--- src/verilog/adrt_pkg.sv ---
/*
 * Shared constants, carriers and helpers of the converter result and trigger register block.
 * Assumes a 32-bit Avalon-MM slave port with byte addresses; each register is one word.
 */
package adrt_pkg;

	// ------------------------------------------------------------
	// Register indices (byte address is four times the index)
	// ------------------------------------------------------------
	localparam int unsigned IDX_W = 6;
	localparam logic [5:0] IDX_PIN_DISABLE = 6'h01;
	localparam logic [5:0] IDX_PIN_STATE = 6'h02;
	localparam logic [5:0] IDX_CTRL_B = 6'h03;
	localparam logic [5:0] IDX_RES_LO = 6'h04;
	localparam logic [5:0] IDX_RES_HI = 6'h05;
	localparam logic [5:0] IDX_CTRL_A = 6'h06;
	localparam logic [5:0] IDX_IRQ_STATUS = 6'h08;
	localparam logic [5:0] IDX_IRQ_MASK = 6'h09;

	// ------------------------------------------------------------
	// Field positions
	// ------------------------------------------------------------
	localparam int unsigned CA_ENABLE = 7;
	localparam int unsigned CA_START = 6;
	localparam int unsigned CA_AUTO = 5;
	localparam int unsigned CA_FLAG = 4;
	localparam int unsigned CA_IE = 3;
	localparam int unsigned CB_BIPOLAR = 7;
	localparam int unsigned CB_CMP_MUX = 6;
	localparam int unsigned CB_LEFT = 4;
	localparam int unsigned CB_TRIG_HI = 2;
	localparam int unsigned IRQ_DONE = 0;
	localparam int unsigned IRQ_DROP = 1;

	// ------------------------------------------------------------
	// Reset values and result limits
	// ------------------------------------------------------------
	localparam logic [7:0] RST_BYTE = 8'h00;
	localparam logic [9:0] RST_RESULT = 10'h000;
	localparam logic [1:0] RST_IRQ = 2'h0;
	localparam logic [9:0] SAT_UNIPOLAR = 10'h3ff;
	localparam logic [9:0] BIP_MAX = 10'h1ff;
	localparam logic [9:0] BIP_MIN = 10'h200;

	// ------------------------------------------------------------
	// Trigger source codes
	// ------------------------------------------------------------
	localparam logic [2:0] TRIG_FREE = 3'h0;
	localparam logic [2:0] TRIG_COMPARATOR = 3'h1;
	localparam logic [2:0] TRIG_EXT_INT0 = 3'h2;
	localparam logic [2:0] TRIG_T0_CMP_A = 3'h3;
	localparam logic [2:0] TRIG_T0_OVF = 3'h4;
	localparam logic [2:0] TRIG_T1_CMP_B = 3'h5;
	localparam logic [2:0] TRIG_T1_OVF = 3'h6;
	localparam logic [2:0] TRIG_T1_CAPTURE = 3'h7;

	// ------------------------------------------------------------
	// Carriers to and from the converter core
	// ------------------------------------------------------------
	typedef struct packed {
		logic done;         // One-cycle completion pulse
		logic busy;         // Conversion in progress
		logic [10:0] diff;  // Signed input difference code
	} adrt_core_in_s;

	typedef struct packed {
		logic enable;       // Converter powered
		logic start;        // One-cycle start pulse
		logic bipolar;      // Gain stage in two-sided mode
		logic cmp_mux;      // Comparator multiplexer enable
	} adrt_core_out_s;

	// Two byte views of the stored result, high byte first
	function automatic logic [15:0] adrt_present(input logic [9:0] res, input logic left);
		adrt_present = left ? {res, 6'h00} : {6'h00, res};
	endfunction

endpackage

--- src/verilog/adrt_regs.sv ---
/*
 * Register-side logic of the converter: result bytes with read lock, control register B,
 * control register A, trigger selection with edge detection, pin input disable and interrupt.
 * Assumes a converter core on clk_sys delivering a done pulse with a signed difference code,
 * trigger flags from on-chip peripherals on the same clock and asynchronous pin levels.
 */
// What this block does
// [RL1] Load result on each completion unless locked or a low-byte read is pending
// [RL2] Low-byte read locks result until high read
// [RL3] Software reads low byte before high byte
// [RL4] Right adjust: bits 9:8 high, 7:0 low
// [RL5] Left adjust: bits 9:2 high, 1:0 low-top
// [RL6] Left-adjust change alters presentation at once
// [RL7] Unipolar default; non-positive input saturates high
// [RL8] Bipolar gives ten-bit two's complement result
// [RL9] Reserved bits 5 and 3 read back written
// [RL10] Trigger select ignored unless auto trigger on
// [RL11] Rising edge of selected flag starts conversion
// [RL12] Switching to a set flag is an edge
// [RL13] Switching to free running never triggers
// [RL14] Trigger field decodes eight documented sources
// [RL15] Disable bit kills buffer, pin reads zero
// [RL16] Software disables unused analog pin buffers
// [RL17] Complete flag sets on update; free-run source
// [RL18] Auto-trigger enable starts on positive edges
// [RL19] Unused result bits read zero; reset zero
module adrt_regs #(
	parameter int unsigned ADDR_W = 8,
	parameter int unsigned RES_W = 10,
	parameter int unsigned PIN_N = 8
) (
	input wire logic clk_sys,                      // System clock, 40 MHz
	input wire logic rst_b,                        // Synchronous reset, active low
	input wire logic [ADDR_W-1:0] avs_address,     // Byte address
	input wire logic avs_read,                     // Read request
	input wire logic avs_write,                    // Write request
	input wire logic [3:0] avs_byteenable,         // Byte lanes of a write
	input wire logic [31:0] avs_writedata,         // Write data
	output logic [31:0] avs_readdata,              // Read data
	output logic avs_waitrequest,                  // Stall
	input wire adrt_pkg::adrt_core_in_s core_in,   // From converter core
	output adrt_pkg::adrt_core_out_s core_out,     // To converter core
	input wire logic [7:0] trig_flags,             // Peripheral flags, bit 0 unused
	input wire logic [PIN_N-1:0] pin_in,           // Asynchronous pin levels
	output logic [PIN_N-1:0] pin_buf_off,          // Digital buffer disable
	output logic irq                               // Level interrupt
);

	// ------------------------------------------------------------
	// Elaboration checks
	// ------------------------------------------------------------
	if (RES_W != 10 || PIN_N != 8 || ADDR_W < adrt_pkg::IDX_W + 2)
	begin : g_bad_params
		$error("adrt_regs: unsupported parameter values");
	end

	// ------------------------------------------------------------
	// Declarations
	// ------------------------------------------------------------
	logic wait_ff;
	logic [31:0] readdata_ff;
	logic [7:0] ctrl_a_ff;
	logic [7:0] ctrl_b_ff;
	logic [9:0] result_ff;
	logic lock_ff;
	logic [PIN_N-1:0] pin_dis_ff;
	logic [PIN_N-1:0] pin_s1_ff;
	logic [PIN_N-1:0] pin_s2_ff;
	logic [PIN_N-1:0] pin_state_ff;
	logic [1:0] status_ff;
	logic [1:0] mask_ff;
	logic irq_ff;
	logic start_ff;
	logic lvl_prev_ff;
	logic [2:0] sel_prev_ff;

	logic [7:0] nxt_ctrl_a;
	logic [9:0] nxt_result;
	logic nxt_lock;
	logic [1:0] nxt_status;
	logic nxt_start;

	// Address match against a register index
	function automatic logic hit(input logic [5:0] idx);
		hit = avs_address == ADDR_W'({idx, 2'b00});
	endfunction

	// ------------------------------------------------------------
	// Bus decode
	// ------------------------------------------------------------
	wire rd_acc = avs_read & ~wait_ff;
	wire wr_acc = avs_write & ~wait_ff & avs_byteenable[0];
	wire [7:0] wbyte = avs_writedata[7:0];
	wire hit_dis = hit(adrt_pkg::IDX_PIN_DISABLE);
	wire hit_pin = hit(adrt_pkg::IDX_PIN_STATE);
	wire hit_cb = hit(adrt_pkg::IDX_CTRL_B);
	wire hit_lo = hit(adrt_pkg::IDX_RES_LO);
	wire hit_hi = hit(adrt_pkg::IDX_RES_HI);
	wire hit_ca = hit(adrt_pkg::IDX_CTRL_A);
	wire hit_st = hit(adrt_pkg::IDX_IRQ_STATUS);
	wire hit_mk = hit(adrt_pkg::IDX_IRQ_MASK);
	wire wr_ca = wr_acc & hit_ca;

	// ------------------------------------------------------------
	// Control register fields
	// ------------------------------------------------------------
	wire conv_en = ctrl_a_ff[adrt_pkg::CA_ENABLE];
	wire auto_en = ctrl_a_ff[adrt_pkg::CA_AUTO];
	wire flag = ctrl_a_ff[adrt_pkg::CA_FLAG];
	wire left_adj = ctrl_b_ff[adrt_pkg::CB_LEFT];
	wire bipolar = ctrl_b_ff[adrt_pkg::CB_BIPOLAR];
	wire [2:0] trig_sel = ctrl_b_ff[adrt_pkg::CB_TRIG_HI:0];

	// ------------------------------------------------------------
	// Result formatting and load
	// ------------------------------------------------------------
	// Saturation of the signed difference per polarity mode
	wire diff_neg = core_in.diff[10];
	wire uni_sat = diff_neg | (core_in.diff == 11'h000);                // RL7
	wire bip_hi = ~diff_neg & core_in.diff[9];
	wire bip_lo = diff_neg & ~core_in.diff[9];
	wire [9:0] uni_val = uni_sat ? adrt_pkg::SAT_UNIPOLAR : core_in.diff[9:0];
	wire [9:0] bip_val = bip_hi ? adrt_pkg::BIP_MAX : bip_lo ? adrt_pkg::BIP_MIN : core_in.diff[9:0]; // RL8
	wire [9:0] fmt_val = bipolar ? bip_val : uni_val;

	// A low-byte read in flight also holds the result, keeping the pair coherent
	wire lo_pending = avs_read & hit_lo;
	wire load_ok = core_in.done & ~lock_ff & ~lo_pending;               // RL1
	wire drop = core_in.done & ~load_ok;
	assign nxt_result = load_ok ? fmt_val : result_ff;                   // RL1 RL2
	assign nxt_lock = (rd_acc & hit_lo) ? 1'b1 : (rd_acc & hit_hi) ? 1'b0 : lock_ff; // RL2

	// Presentation follows left adjust combinationally
	wire [15:0] present = adrt_pkg::adrt_present(result_ff, left_adj);  // RL4 RL5 RL6 RL19
	wire [7:0] res_hi = present[15:8];
	wire [7:0] res_lo = present[7:0];

	// ------------------------------------------------------------
	// Trigger selection and edge detection
	// ------------------------------------------------------------
	// Free running watches the completion flag, others the peripheral flags
	wire sel_lvl = (trig_sel == adrt_pkg::TRIG_FREE) ? flag : trig_flags[trig_sel]; // RL14 RL17
	wire to_free = (trig_sel == adrt_pkg::TRIG_FREE) & (sel_prev_ff != adrt_pkg::TRIG_FREE); // RL13
	wire trig_edge = sel_lvl & ~lvl_prev_ff & ~to_free;                  // RL11 RL12
	wire auto_go = auto_en & conv_en & trig_edge;                        // RL10 RL18
	// Software start needs the enable that the same write leaves behind
	wire sw_go = wr_ca & wbyte[adrt_pkg::CA_START] & wbyte[adrt_pkg::CA_ENABLE];
	assign nxt_start = (auto_go | sw_go) & ~core_in.busy;

	// ------------------------------------------------------------
	// Control A next value; completion flag set wins over clear
	// ------------------------------------------------------------
	wire flag_clr = wr_ca & wbyte[adrt_pkg::CA_FLAG];
	wire nxt_flag = load_ok | (flag & ~flag_clr);                        // RL17
	wire [7:0] ca_wr = {wbyte[7:5], 1'b0, wbyte[3:0]} & 8'hef & 8'hbf;
	wire [7:0] ca_keep = ctrl_a_ff & 8'hef;
	assign nxt_ctrl_a = (wr_ca ? ca_wr : ca_keep) | {3'h0, nxt_flag, 4'h0};

	// Sticky interrupt status, write one to clear, set wins
	wire [1:0] st_set = {drop, load_ok};
	wire [1:0] st_clr = (wr_acc & hit_st) ? wbyte[1:0] : 2'h0;
	assign nxt_status = st_set | (status_ff & ~st_clr);

	// ------------------------------------------------------------
	// Read mux
	// ------------------------------------------------------------
	wire start_rd = core_in.busy | start_ff;
	wire [7:0] ca_rd = {ctrl_a_ff[7], start_rd, ctrl_a_ff[5:0]};
	wire [7:0] rd_byte = hit_dis ? pin_dis_ff :
		hit_pin ? pin_state_ff :
		hit_cb ? ctrl_b_ff :
		hit_lo ? res_lo :
		hit_hi ? res_hi :
		hit_ca ? ca_rd :
		hit_st ? {6'h00, status_ff} :
		hit_mk ? {6'h00, mask_ff} : adrt_pkg::RST_BYTE;

	// ------------------------------------------------------------
	// Bus handshake: one wait cycle per access
	// ------------------------------------------------------------
	always_ff @(posedge clk_sys)
	begin
		if (!rst_b)
		begin
			wait_ff <= 1'b1;
			readdata_ff <= 32'h0000_0000;
		end
		else
		begin
			wait_ff <= ~((avs_read | avs_write) & wait_ff);
			if (avs_read & wait_ff)
				readdata_ff <= {24'h00_0000, rd_byte};
		end
	end

	// Software-written registers
	always_ff @(posedge clk_sys)
	begin
		if (!rst_b)
		begin
			ctrl_a_ff <= adrt_pkg::RST_BYTE;
			ctrl_b_ff <= adrt_pkg::RST_BYTE;
			pin_dis_ff <= adrt_pkg::RST_BYTE;
			mask_ff <= adrt_pkg::RST_IRQ;
		end
		else
		begin
			ctrl_a_ff <= nxt_ctrl_a;
			if (wr_acc & hit_cb)
				ctrl_b_ff <= wbyte;                                      // RL9 RL6
			if (wr_acc & hit_dis)
				pin_dis_ff <= wbyte;
			if (wr_acc & hit_mk)
				mask_ff <= wbyte[1:0];
		end
	end

	// Result, lock, status and interrupt
	always_ff @(posedge clk_sys)
	begin
		if (!rst_b)
		begin
			result_ff <= adrt_pkg::RST_RESULT;                           // RL19
			lock_ff <= 1'b0;
			status_ff <= adrt_pkg::RST_IRQ;
			irq_ff <= 1'b0;
		end
		else
		begin
			result_ff <= nxt_result;
			lock_ff <= nxt_lock;
			status_ff <= nxt_status;
			irq_ff <= |(status_ff & mask_ff);
		end
	end

	// Trigger history and start pulse
	always_ff @(posedge clk_sys)
	begin
		if (!rst_b)
		begin
			start_ff <= 1'b0;
			lvl_prev_ff <= 1'b0;
			sel_prev_ff <= adrt_pkg::TRIG_FREE;
		end
		else
		begin
			start_ff <= nxt_start;
			lvl_prev_ff <= sel_lvl;
			sel_prev_ff <= trig_sel;
		end
	end

	// Pin synchroniser and masked pin state
	always_ff @(posedge clk_sys)
	begin
		if (!rst_b)
		begin
			pin_s1_ff <= adrt_pkg::RST_BYTE;
			pin_s2_ff <= adrt_pkg::RST_BYTE;
			pin_state_ff <= adrt_pkg::RST_BYTE;
		end
		else
		begin
			pin_s1_ff <= pin_in;
			pin_s2_ff <= pin_s1_ff;
			pin_state_ff <= pin_s2_ff & ~pin_dis_ff;                     // RL15
		end
	end

	// ------------------------------------------------------------
	// Outputs
	// ------------------------------------------------------------
	assign avs_readdata = readdata_ff;
	assign avs_waitrequest = wait_ff;
	assign core_out = '{enable: conv_en, start: start_ff, bipolar: bipolar,
		cmp_mux: ctrl_b_ff[adrt_pkg::CB_CMP_MUX]};
	assign pin_buf_off = pin_dis_ff;                                     // RL15
	assign irq = irq_ff;
endmodule

--- config.mk ---
export PLATFORM = sky130hd
export DESIGN_NAME = adrt_regs
export DESIGN_NICKNAME = d
export VERILOG_FILES = /design/src/verilog/adrt_pkg.sv /design/src/verilog/adrt_regs.sv
export SDC_FILE = /design/constraint.sdc
export NUM_CORES = 1
export LEC_CHECK = 0
export BUFFER_PORTS_ARGS = -buffer_cell sky130_fd_sc_hd__buf_2
export CORE_AREA = 2 2 148 92
export DETAILED_ROUTE_END_ITERATION = 16
export DIE_AREA = 0 0 150 94
export SLEW_MARGIN = 20
export SYNTH_ARGS = -nofsm -noshare
export SYNTH_HDL_FRONTEND = slang
export SYNTH_SLANG_ARGS = --single-unit
--- constraint.sdc ---
create_clock -name clk_sys -period 2.1 [get_ports clk_sys]
set_input_delay 0.42 -clock clk_sys [delete_from_list [all_inputs] [get_ports clk_sys]]
set_output_delay 0.42 -clock clk_sys [all_outputs]
set_load 0.01 [all_outputs]
# Yosys cells after proc, flatten, opt, wreduce, memory -nomap -nowiden
# Cells that the tools add are included.
totals:
  regBits: 78
  out_inout_bits: 46
op_classes:
  n_reduce_logical: 5
  n_eq_ne: 8
  order_cmp: 1
  mux: 20
  bitwise_logic: 51
op_table:
  columns: ["cell", "count"]
  rows:
  - ["$mux W8", 7]
  - ["$mux W10", 4]
  - ["$and A1 B1 Y1", 28]
  - ["$eq A8 B5 Y1 const B", 3]
  - ["$eq A8 B4 Y1 const B", 2]
  - ["$eq A8 B6 Y1 const B", 2]
  - ["$mux W16", 1]
  - ["$logic_not A11 Y1", 1]
  - ["$not A1 Y1", 11]
  - ["$and A8 B8 Y8", 1]
  - ["$eq A8 B3 Y1 const B", 1]
  - ["$not A8 Y8", 1]
  - ["$or A8 B5 Y8", 1]
  - ["$mux W2", 3]
  - ["$or A1 B1 Y1", 5]
  - ["$and A2 B2 Y2", 2]
  - ["$lt A3 B4 Y1 const B", 1]
  - ["$mux W1", 4]
  - ["$bmux W1 S3", 1]
  - ["$logic_not A3 Y1", 1]
  - ["$reduce_bool A3 Y1", 1]
  - ["$not A2 Y2", 1]
  - ["$or A2 B2 Y2", 1]
  - ["$reduce_bool A2 Y1", 1]
  - ["$reduce_or A2 Y1", 1]

# Logic depth before layout (Yosys ltp)
# Gate-level depths: netlist (run 1).
depth:
  word_depth: 9
  mapped_depth: 6

# Worst setup path before layout (run 1)
# No wires, ideal clock.
synth_timing:
  path_kind: "in2reg"
  start: "input port avs_address[1]"
  end: "register ctrl_a_ff[4]"
  setup_time_ns: 0.115
  cell_stages: 5
  setup_slack_ns: 0.155
  arrival_ns: 1.830
  cell_sequence: "or4b_2 > buf_2 > nor3_4 > a21oi_1 > o21a_1"
synth_via:
  elab_chain_cells: 7
synth_lines:
  columns: ["item", "line_no", "text"]
  rows:
  - ["start: declaration", "adrt_regs.sv:34", "input wire logic [ADDR_W-1:0] avs_address,"]
  - ["$eq A8 B5 Y1", "adrt_regs.sv:85", "hit = avs_address == ADDR_W'({idx, 2'b00});"]
  - ["$and A1 B1 Y1", "adrt_regs.sv:102", "wire wr_ca = wr_acc & hit_ca;"]
  - ["$and A1 B1 Y1", "adrt_regs.sv:153", "wire flag_clr = wr_ca & wbyte[adrt_pkg::CA_FLAG];"]
  - ["$not A1 Y1", "adrt_regs.sv:154", "wire nxt_flag = load_ok | (flag & ~flag_clr);"]
  - ["$and A1 B1 Y1", "adrt_regs.sv:154", null]
  - ["$or A1 B1 Y1 *", "adrt_regs.sv:154", null]
  - ["$or A8 B5 Y8 *", "adrt_regs.sv:157", "assign nxt_ctrl_a = (wr_ca ? ca_wr : ca_keep) | {3'h0, nxt_flag, 4'h0};"]
  - ["end signal: assignment", "adrt_regs.sv:201", "ctrl_a_ff <= adrt_pkg::RST_BYTE;"]
  - ["end signal: assignment", "adrt_regs.sv:208", "ctrl_a_ff <= nxt_ctrl_a;"]
  - ["end: declaration", "adrt_regs.sv:62", "logic [7:0] ctrl_a_ff;"]
# Mark *: on every way between the ends. The rest lies on a longest branch, timed or not.
# A chain may end at the register's enable or synchronous reset.

# Worst setup path after layout (run 1)
layout_timing:
  start: "input port avs_address[3]"
  end: "register readdata_ff[7], in the netlist avs_readdata[7]"
layout_via:
  elab_chain_cells: 7
layout_lines:
  columns: ["item", "line_no", "text"]
  rows:
  - ["$eq A8 B5 Y1", "adrt_regs.sv:85", null]
  - ["$mux W8", "adrt_regs.sv:174", "hit_ca ? ca_rd :"]
  - ["$mux W8", "adrt_regs.sv:173", "hit_hi ? res_hi :"]
  - ["$mux W8", "adrt_regs.sv:172", "hit_lo ? res_lo :"]
  - ["$mux W8", "adrt_regs.sv:171", "hit_cb ? ctrl_b_ff :"]
  - ["$mux W8", "adrt_regs.sv:170", "hit_pin ? pin_state_ff :"]
  - ["$mux W8 *", "adrt_regs.sv:169", "wire [7:0] rd_byte = hit_dis ? pin_dis_ff :"]
  - ["end signal: assignment", "adrt_regs.sv:192", "readdata_ff <= {24'h00_0000, rd_byte};"]
  - ["end: declaration", "adrt_regs.sv:61", "logic [31:0] readdata_ff;"]
# Marks and branches as above.

==> results.ini, run 1 <==
[clocking]
cts_buffer_depth=2
insertion_delay_ps=340
htreeDepth=3
cts_tree=done
cts_resized=0
clockRootBuffer=clkbuf_16
cts_setup_buffers=0
hold_buffers=0
path_clk_slew_ps=60
numCtsBuffers=9
cts.sinks=77

[placement]
gp_congestion=0.891
dp_hpwl_um=8120
postPlaceCellArea_um2=4270
portBuffers=70

[floorplan]
core_um2=12700
ios=123
start_util=0.296
row_count=32
die_h_um=94
die_area_um2=14100
dieWidth_um=150

[final_layout]
layout.area.seq_um2=1540
area_growth_pct=21.6
multi_input_area_um2=1920
nFillCells=1353
fin_nets=569
design_area_um2=4560
num_antenna_cells=0
postLayoutCoreUtil=0.360
final_layout_size_suffix_gt1_frac=0.234

[power_and_ir_drop]
power_density_nw_per_um2=737
power.share.combinational=0.089
seq_power_share=0.454
power.total_mw=3.36
leakage_nw=1.89
swShare=0.246
switching_power_mw=0.826
irDropWorstVdd_uv=407
power_frac_clock=0.457
internal-power_mw=2.53

[sta]
rsz0062_at_grt=no
slew_viol_final=0
worstMarginPinSlew_ps=796
period_needed_ps=1780
hold_viol=0
setup_viol=0
tns_ps=0
clock_skew_ps=5.90
timing.fmax_mhz=560
period_share=0.850
whs_ps=281
slew_headroom=0.468

[routing]
vias_per_cell=4.93
wirelength_um=10500
drtIter0Drc=222
drtPass1Iterations=5
num_vias=3286
ant_nets=0
drc=0
avgRoutedWirePerCell_um=15.8

[job]
drv_cap=0

[status]
status=complete, no violations

[yosys]
synth.distinct_cells=55
synth_area_um2=3750
synth_edf_count=0
synth-seq-area-share=0.411
yosysWarningCount=0
synth.avg_cell_area_um2=8.94
syn_inst=419
synth-seq-cells=77
ys_async_sr_fraction=0
synthFlopType=dfxtp_1

[hold_path]
hp-class=input pin to flip-flop
min_from=pin_in[6]

[setup_path]
start_kind=input pin
critical_path_arrival_ps=2050
r2r_start=lock_ff$_SDFFE_PN0P_
crit_fanout=11
criticalPathCategory=input pin to flip-flop
endpoint_kind=flip-flop
cp.required_ps=2370
startpoint=avs_address[3]

[global_route]
grt_first_pass_wirelength_um=16200
grt_pass1_vias=3066
grt_max_degree=42
grt-ovfl-total=0
track_usage=0.152
antenna_found_initial=0

[Yosys cell counts, types with 3 or more instances]
library cell	number	area share
nor3b_1	3	0.0060
o31ai_1	6	0.012
a2bb2oi_1	7	0.016
a221oi_1	4	0.0094
a22oi_1	9	0.018
nor2_1	42	0.042
o21ai_0	20	0.027
o211ai_1	8	0.016
o2bb2ai_1	8	0.019
nand2_1	38	0.038
and2_1	19	0.032
nand4_1	4	0.0067
clkbuf_1	15	0.015
a21oi_1	3	0.0040
nor2b_1	3	0.0050
o32ai_1	4	0.0094
and3_1	4	0.0067
mux2i_1	29	0.077
a31oi_1	10	0.017
dfxtp_1	77	0.41
buf_4	32	0.064
inv_1	12	0.012
nor4_1	6	0.010
nor3_1	11	0.015
[worst max-delay path, stage by stage]
cell	delay [ps]
buf_2	130
buf_4	200
nor2b_1	660
a22oi_1	210
o31ai_1	270
o2bb2ai_1	160
[power groups by stage]
stage	clock network, mW	logic [mW]	registers, mW
final	1.53	0.299	1.53
after global routing	1.62	0.330	1.53
after CTS	1.56	0.296	1.53
after detailed placement	0	0.295	1.56
after global placement	0	0.286	1.56
after floorplan	0	0.204	1.55
[cell usage in the layout (no fill, tap or decap), types with 7 or more instances in the layout]
cell type	count
o211ai_1	8
conb_1	24
buf_4	18
dfxtp_1	77
a2bb2oi_1	7
nand2_1	38
nor3_1	11
and2_1	19
a22oi_1	9
o21ai_0	20
clkbuf_16	9
a31oi_1	10
buf_2	70
o2bb2ai_1	8
mux2i_1	29
inv_1	12
nor2_1	42
[through the flow]
stage,setup slack [ps],instances
after floorplan,155,442
after global placement,49.2,651
after detailed placement,-11.1,651
after CTS,341,666
after global routing,246,666
final,315,666
[final timing paths]
| check | endpoint | depth (start not counted) | slack (ps) |
|---|---|---|---|
| worst min-delay path | pin_s1_ff[6]$_SDFF_PN0_ | 2 | 280 |
| worst min register to register | pin_state_ff[6]$_SDFF_PN0_ | 2 | 410 |
| worst max register to register | result_ff[5]$_SDFFE_PN0P_ | 4 | 450 |
| worst max-delay path | avs_readdata[7]$_SDFFE_PN0P_ | 6 | 320 |
[routing by layer]
layer / part of all wire / track usage / vias to the layer above
li1: - / - / 1614
met1: 0.48 / 0.222 / 1546
met2: 0.42 / 0.214 / 117
met3: 0.091 / 0.0524 / 9
met4: 0.0088 / 0.0354 / 0
met5: 0 / 0 / -
[cell families (layout without fill, tap and decap cells)]
logic type,after synthesis,count (layout),share of synthesized area
other,1,24,0.00100
DFF,77,77,0.411
buffers and inverters,64,118,0.0982
AOI/OAI and AO/OA,100,100,0.193
muxes,33,33,0.0955
and+or+nand+nor,144,144,0.200
[cell type report]
cell class                      count  area share
Multi-Input combinational cell    301       0.422
Sequential cell                    77       0.338
Timing Repair Buffer               91       0.120
Clock buffer                       10      0.0502
Tap cell                          170      0.0467
Clock inverter                      5      0.0132
Inverter                           12     0.00988
[flip-flops by register name, indices dropped and copies added, names as in the netlist]
signal,flops
avs_waitrequest,1
pin_buf_off,8
ctrl_b_ff,8
lock_ff,1
pin_state_ff,8
sel_prev_ff,3
pin_s2_ff,8
status_ff,2
result_ff,10
irq,1
avs_readdata,8
pin_s1_ff,8
ctrl_a_ff,7
lvl_prev_ff,1
mask_ff,2
start_ff,1
(Power assumes the default switching activity.)
==> inputs of run 2 (changes only) <==
==> constraint.sdc (replaced) <==
create_clock -name clk_sys -period 1.6 [get_ports clk_sys]
set_input_delay 0.32 -clock clk_sys [delete_from_list [all_inputs] [get_ports clk_sys]]
set_output_delay 0.32 -clock clk_sys [all_outputs]
set_load 0.01 [all_outputs]
==> run 2 against run 1 <==
Net effect: clock-buffer cell count is 3 higher; utilization grew 2.1 points; via count is 3.3% higher; first-iteration DRC count is 0.90% lower; combinational power grew 51%; clock power is 25% higher; global-route usage grew 1.1 points; sequential power grew 31%; register-to-register slack worse by 350 ps; critical endpoint is now ctrl_b_ff[6]$_SDFFE_PN0P_; largest cell class unchanged.
==> results.ini, run 2 (synthesis results as in run 1) <==
[sta]
worstMarginPinSlew_ps=542
setup_viol=0
slew_viol_final=0
clock_skew_ps=5.76
slew_headroom=0.638
period_needed_ps=1550
rsz0062_at_grt=no
hold_viol=0
timing.fmax_mhz=646
period_share=0.968

[setup_path]
crit_fanout=8
critical_path_arrival_ps=1780
start_kind=input pin
criticalPathCategory=input pin to flip-flop
r2r_start=ctrl_b_ff[0]$_SDFFE_PN0P_
r2r_slack_ps=100
cp.required_ps=1830
r2r-end=start_ff$_SDFF_PN0_
r2r_cells=4
endpoint_kind=flip-flop

[clocking]
hold_buffers=0
numCtsBuffers=9
clockRootBuffer=clkbuf_16
cts_buffer_depth=2
cts.sinks=77
cts_tree=done
htreeDepth=3
path_clk_slew_ps=60
insertion_delay_ps=340

[final_layout]
area_growth_pct=28.7
postLayoutCoreUtil=0.381
layout.area.seq_um2=1540
final_common_cell=dfxtp_1
design_area_um2=4820
fin_nets=595
multi_input_area_um2=1990
largest_reg_flops=10
layout_common_cells=76 x dfxtp_1, 68 x buf_2, 44 x buf_4
num_antenna_cells=0
largest_register=result_ff
nFillCells=1317
final_layout_size_suffix_gt1_frac=0.293
final_cells=693

[power_and_ir_drop]
leakage_nw=2.04
power.total_mw=4.37
power_density_nw_per_um2=907
irDropWorstVdd_uv=481

[floorplan]
dieWidth_um=150
core_um2=12700
row_count=32
die_area_um2=14100
die_h_um=94
start_util=0.296
ios=123

[routing]
drtIter0Drc=220
ant_nets=0
drtPass1Iterations=4
num_vias=3396
wirelength_um=11200
drc=0
avgRoutedWirePerCell_um=16.2
vias_per_cell=4.90

[placement]
postPlaceCellArea_um2=4490
dp_hpwl_um=8740
gp_congestion=0.857
dp.cells=676
portBuffers=70

[global_route]
grt_max_degree=32
antenna_found_initial=0
grt_pass1_vias=3341
grt-ovfl-total=0
grt_first_pass_wirelength_um=17500
track_usage=0.163

[hold_path]
hp-class=input pin to flip-flop
whs_endpoint=pin_s1_ff[4]$_SDFF_PN0_
whs_path_depth=2
min_from=pin_in[4]

[status]
status=complete, no violations

[job]
drv_cap=0

==> run 2: stage by stage <==
| step | setup TNS (ps) | setup slack [ps] | hold slack, ps |
|---|---|---|---|
| 5_1_grt | 0 | 1.68 | 188 |
| 2_1_floorplan | -2790 | -194 | 395 |
| 6_report | 0 | 51.6 | 181 |
| 4_1_cts | 0 | 17.1 | 174 |
| 3_5_place_dp | -8780 | -369 | 399 |
| 3_3_place_gp | -7950 | -319 | 399 |
==> run 2: how the worst max path moves through the flow <==
stage	start	endpoint
floorplan	avs_address[7]	ctrl_b_ff[4]$_SDFFE_PN0P_
global placement	avs_address[7]	avs_readdata[4]$_SDFFE_PN0P_
detailed placement	avs_address[7]	avs_readdata[3]$_SDFFE_PN0P_
CTS	avs_address[7]	lock_ff$_SDFFE_PN0P_
global route	avs_address[4]	ctrl_b_ff[1]$_SDFFE_PN0P_
finish	avs_address[4]	ctrl_b_ff[6]$_SDFFE_PN0P_
==> run 2: power by group <==
group / internal (mW) / switching (mW) / leakage, nW / total [mW]
logic: 0.187 / 0.265 / 1.28 / 0.452
clock network: 1.13 / 0.787 / 0.132 / 1.92
registers: 1.97 / 0.0297 / 0.629 / 2.00
==> run 2: layout make-up <==
cell class / instances / area share
timing repair buffer: 117 / 0.156
multi-input combinational: 301 / 0.412
clock inverter: 3 / 0.00415
clock buffer: 13 / 0.0540
inverter: 12 / 0.00934
tap: 170 / 0.0441
sequential: 77 / 0.320
==> run 2: worst max-delay path: stages <==
cell     delay (ps)
buf_6           100
or4_4           550
nor4_4          340
buf_12          190
mux2i_2         200
nor2_1           60
==> run 2: layer usage <==
metal,global-route usage,wire length (um),up-vias,share of wire
met2,0.236,4640,102,0.41
met1,0.237,5770,1611,0.51
met4,0.0464,120,0,0.011
met5,0,0,-,0
li1,-,-,1673,-
met3,0.0447,679,10,0.061
==> run 2: repair_timing <==
item                       4_1_cts  5_1_grt
setup endpoints to repair        3       10
pin swaps                        0        3
setup buffers                    0        1
resized for setup                1       12
==> inputs of run 3 (changes only) <==
--- a/config.mk
+++ b/config.mk
@@ -5,10 +5,11 @@
 export SDC_FILE = /design/constraint.sdc
 export NUM_CORES = 1
 export LEC_CHECK = 0
+export ABC_AREA = 1
 export BUFFER_PORTS_ARGS = -buffer_cell sky130_fd_sc_hd__buf_2
-export CORE_AREA = 2 2 148 92
+export CORE_AREA = 2 2 147 92
 export DETAILED_ROUTE_END_ITERATION = 16
-export DIE_AREA = 0 0 150 94
+export DIE_AREA = 0 0 149 94
 export SLEW_MARGIN = 20
 export SYNTH_ARGS = -nofsm -noshare
 export SYNTH_HDL_FRONTEND = slang
==> run 3 against run 2 <==
Net effect: hold slack got worse by 23 ps; register-to-register slack improved by 98 ps; synthesized area fell by 0.94%.
==> results.ini, run 3 <==
[setup_path]
r2r_slack_ps=200
crit_fanout=9
slowest_stage=dfxtp_1
r2r_start=ctrl_b_ff[4]$_SDFFE_PN0P_
start_kind=flip-flop
r2r_cells=7
cp.required_ps=1810
critical_path.top_delay_family=simple AND/OR/NAND/NOR gates
path_buf_inv=1
path_cells=buf_4 > o21ai_0 > nor2_1 > nor2_1 > nand4_1 > nand2_1 > a21oi_1
crit_path_frequent_cell=nor2_1
crit_path_max_incr_delay_ps=380
r2r-end=avs_readdata[1]$_SDFFE_PN0P_
endpoint_kind=flip-flop
criticalPathCategory=flip-flop to flip-flop
critical_path_arrival_ps=1610

[hold_path]
hp-class=input pin to flip-flop
min_from=core_in[11]
whs_path_depth=2
whs_endpoint=start_ff$_SDFF_PN0_

[global_route]
grt_pass1_vias=3145
track_usage=0.150
grt_first_pass_wirelength_um=16100
antenna_found_initial=0
grt_max_degree=31
grt-ovfl-total=0

[power_and_ir_drop]
seq_power_share=0.448
switching_power_mw=1.00
power.share.combinational=0.076
leakage_nw=2.26
power.total_mw=4.46
swShare=0.225
irDropWorstVdd_uv=536
power_density_nw_per_um2=975
internal-power_mw=3.45
power_frac_clock=0.476

[clocking]
cts_setup_buffers=0
htreeDepth=3
numCtsBuffers=9
cts.sinks=77
insertion_delay_ps=330
path_clk_slew_ps=60
cts_resized=0
hold_buffers=0
cts_buffer_depth=2
clockRootBuffer=clkbuf_16
cts_tree=done

[routing]
wirelength_um=10100
highest_layer=met4
drtPass1Iterations=5
routed-wl-met2_um=4180
avgRoutedWirePerCell_um=12.8
ant_nets=0
wl_met3_um=714
drt-met1-wl_um=5160
drtIter0Drc=182
num_vias=3530
vias_per_cell=4.46
drc=0

[sta]
timing.fmax_mhz=714
period_needed_ps=1400
hold_viol=0
clock_skew_ps=5.24
whs_ps=158
slew_viol_final=0
period_share=0.876
rsz0062_at_grt=no
setup_viol=0

[final_layout]
num_antenna_cells=0
final_common_cell=nand2_1
nFillCells=1363
largest_register=result_ff
largest_reg_flops=10
layout_common_cells=125 x nand2_1, 77 x dfxtp_1, 70 x buf_2
fin_nets=694
final_cells=792
final_layout_size_suffix_gt1_frac=0.215
design_area_um2=4570
area_growth_pct=23.2

[floorplan]
row_count=32
dieWidth_um=149
die_area_um2=14000
start_util=0.295
die_h_um=94
ios=123
core_um2=12600

[yosys]
synth_area_leaders=dfxtp_1 42%, nand2_1 13%, a21oi_1 7.1%, nor2_1 6.8%, o21ai_0 5.8%
synth_edf_count=0
yosys-top-cells-count=125 x nand2_1, 77 x dfxtp_1, 67 x nor2_1
synth.avg_cell_area_um2=6.95
synth-seq-area-share=0.415
synth.distinct_cells=31
synth_area_leader_cell=dfxtp_1
synth_area_um2=3710
yosysTopAreaCellShare=0.415
syn_inst=534
yosysWarningCount=0
synth-seq-cells=77
yosysMostFrequentCell=nand2_1
ys_async_sr_fraction=0
synthFlopType=dfxtp_1

[status]
status=complete, no violations

[placement]
portBuffers=70
postPlaceCellArea_um2=4260
dp_hpwl_um=8040
gp_congestion=0.851
dp.cells=776

[job]
drv_cap=0

==> run 3: changes by cell type after synthesis, sizes merged, moves of 24 or more <==
cell | previous run | this run
o21ai | 20 | 46
nand3 | 0 | 24
a21oi | 3 | 54
nand2 | 38 | 128
mux2i | 29 | 0
nor2 | 42 | 78
inv | 12 | 61
==> run 3: layout make-up <==
type | count | area [um^2] | share of cell area
multi-input combinational | 373 | 1720 | 0.376
timing repair buffer | 94 | 556 | 0.122
clock inverter | 4 | 72.6 | 0.0159
tap | 170 | 213 | 0.0465
inverter | 62 | 235 | 0.0515
clock buffer | 12 | 236 | 0.0517
sequential | 77 | 1540 | 0.337
==> run 3: layer usage <==
metal,vias to the layer above,track usage
met1,1611,0.216
li1,1810,-
met2,105,0.217
met4,0,0.0437
met5,-,0
met3,4,0.0432
==> run 3: how the worst max path moves through the flow <==
stage | startpoint | slack (ps) | to | cells past startpoint
global route | ctrl_b_ff[4]$_SDFFE_PN0P_ | 80 | avs_readdata[1]$_SDFFE_PN0P_ | 8
CTS | ctrl_b_ff[4]$_SDFFE_PN0P_ | 190 | avs_readdata[1]$_SDFFE_PN0P_ | 7
finish | ctrl_b_ff[4]$_SDFFE_PN0P_ | 200 | avs_readdata[1]$_SDFFE_PN0P_ | 7
global placement | avs_address[2] | -70 | result_ff[0]$_SDFFE_PN0P_ | 10
floorplan | avs_address[7] | 290 | ctrl_b_ff[7]$_SDFFE_PN0P_ | 8
detailed placement | avs_address[2] | -110 | result_ff[8]$_SDFFE_PN0P_ | 10
==> run 3: cell families (layout without fill, tap and decap cells) <==
family	count (synthesis)	after routing	share of synthesized area
buffers and inverters	107	172	0.145
AND/OR/NAND/NOR	244	244	0.292
AO/OA/AOI/OAI	105	105	0.147
other	1	24	0.00101
flip-flops	77	77	0.415
==> run 3: power groups by stage <==
stage	clock [mW]	sequential (mW)	combinational (mW)
final	2.12	2.00	0.338
after global routing	2.26	2.00	0.380
after CTS	2.16	2.00	0.337
after detailed placement	0	2.04	0.336
after global placement	0	2.04	0.329
after floorplan	0	2.03	0.234
==> run 3: through the flow <==
step	setup TNS, ps	setup WS [ps]	utilization
4_1_cts	0	187	0.364
2_1_floorplan	0	291	-
6_report	0	198	0.364
5_1_grt	0	76.0	0.364
3_3_place_gp	-582	-65.6	0.339
3_5_place_dp	-902	-105	0.339
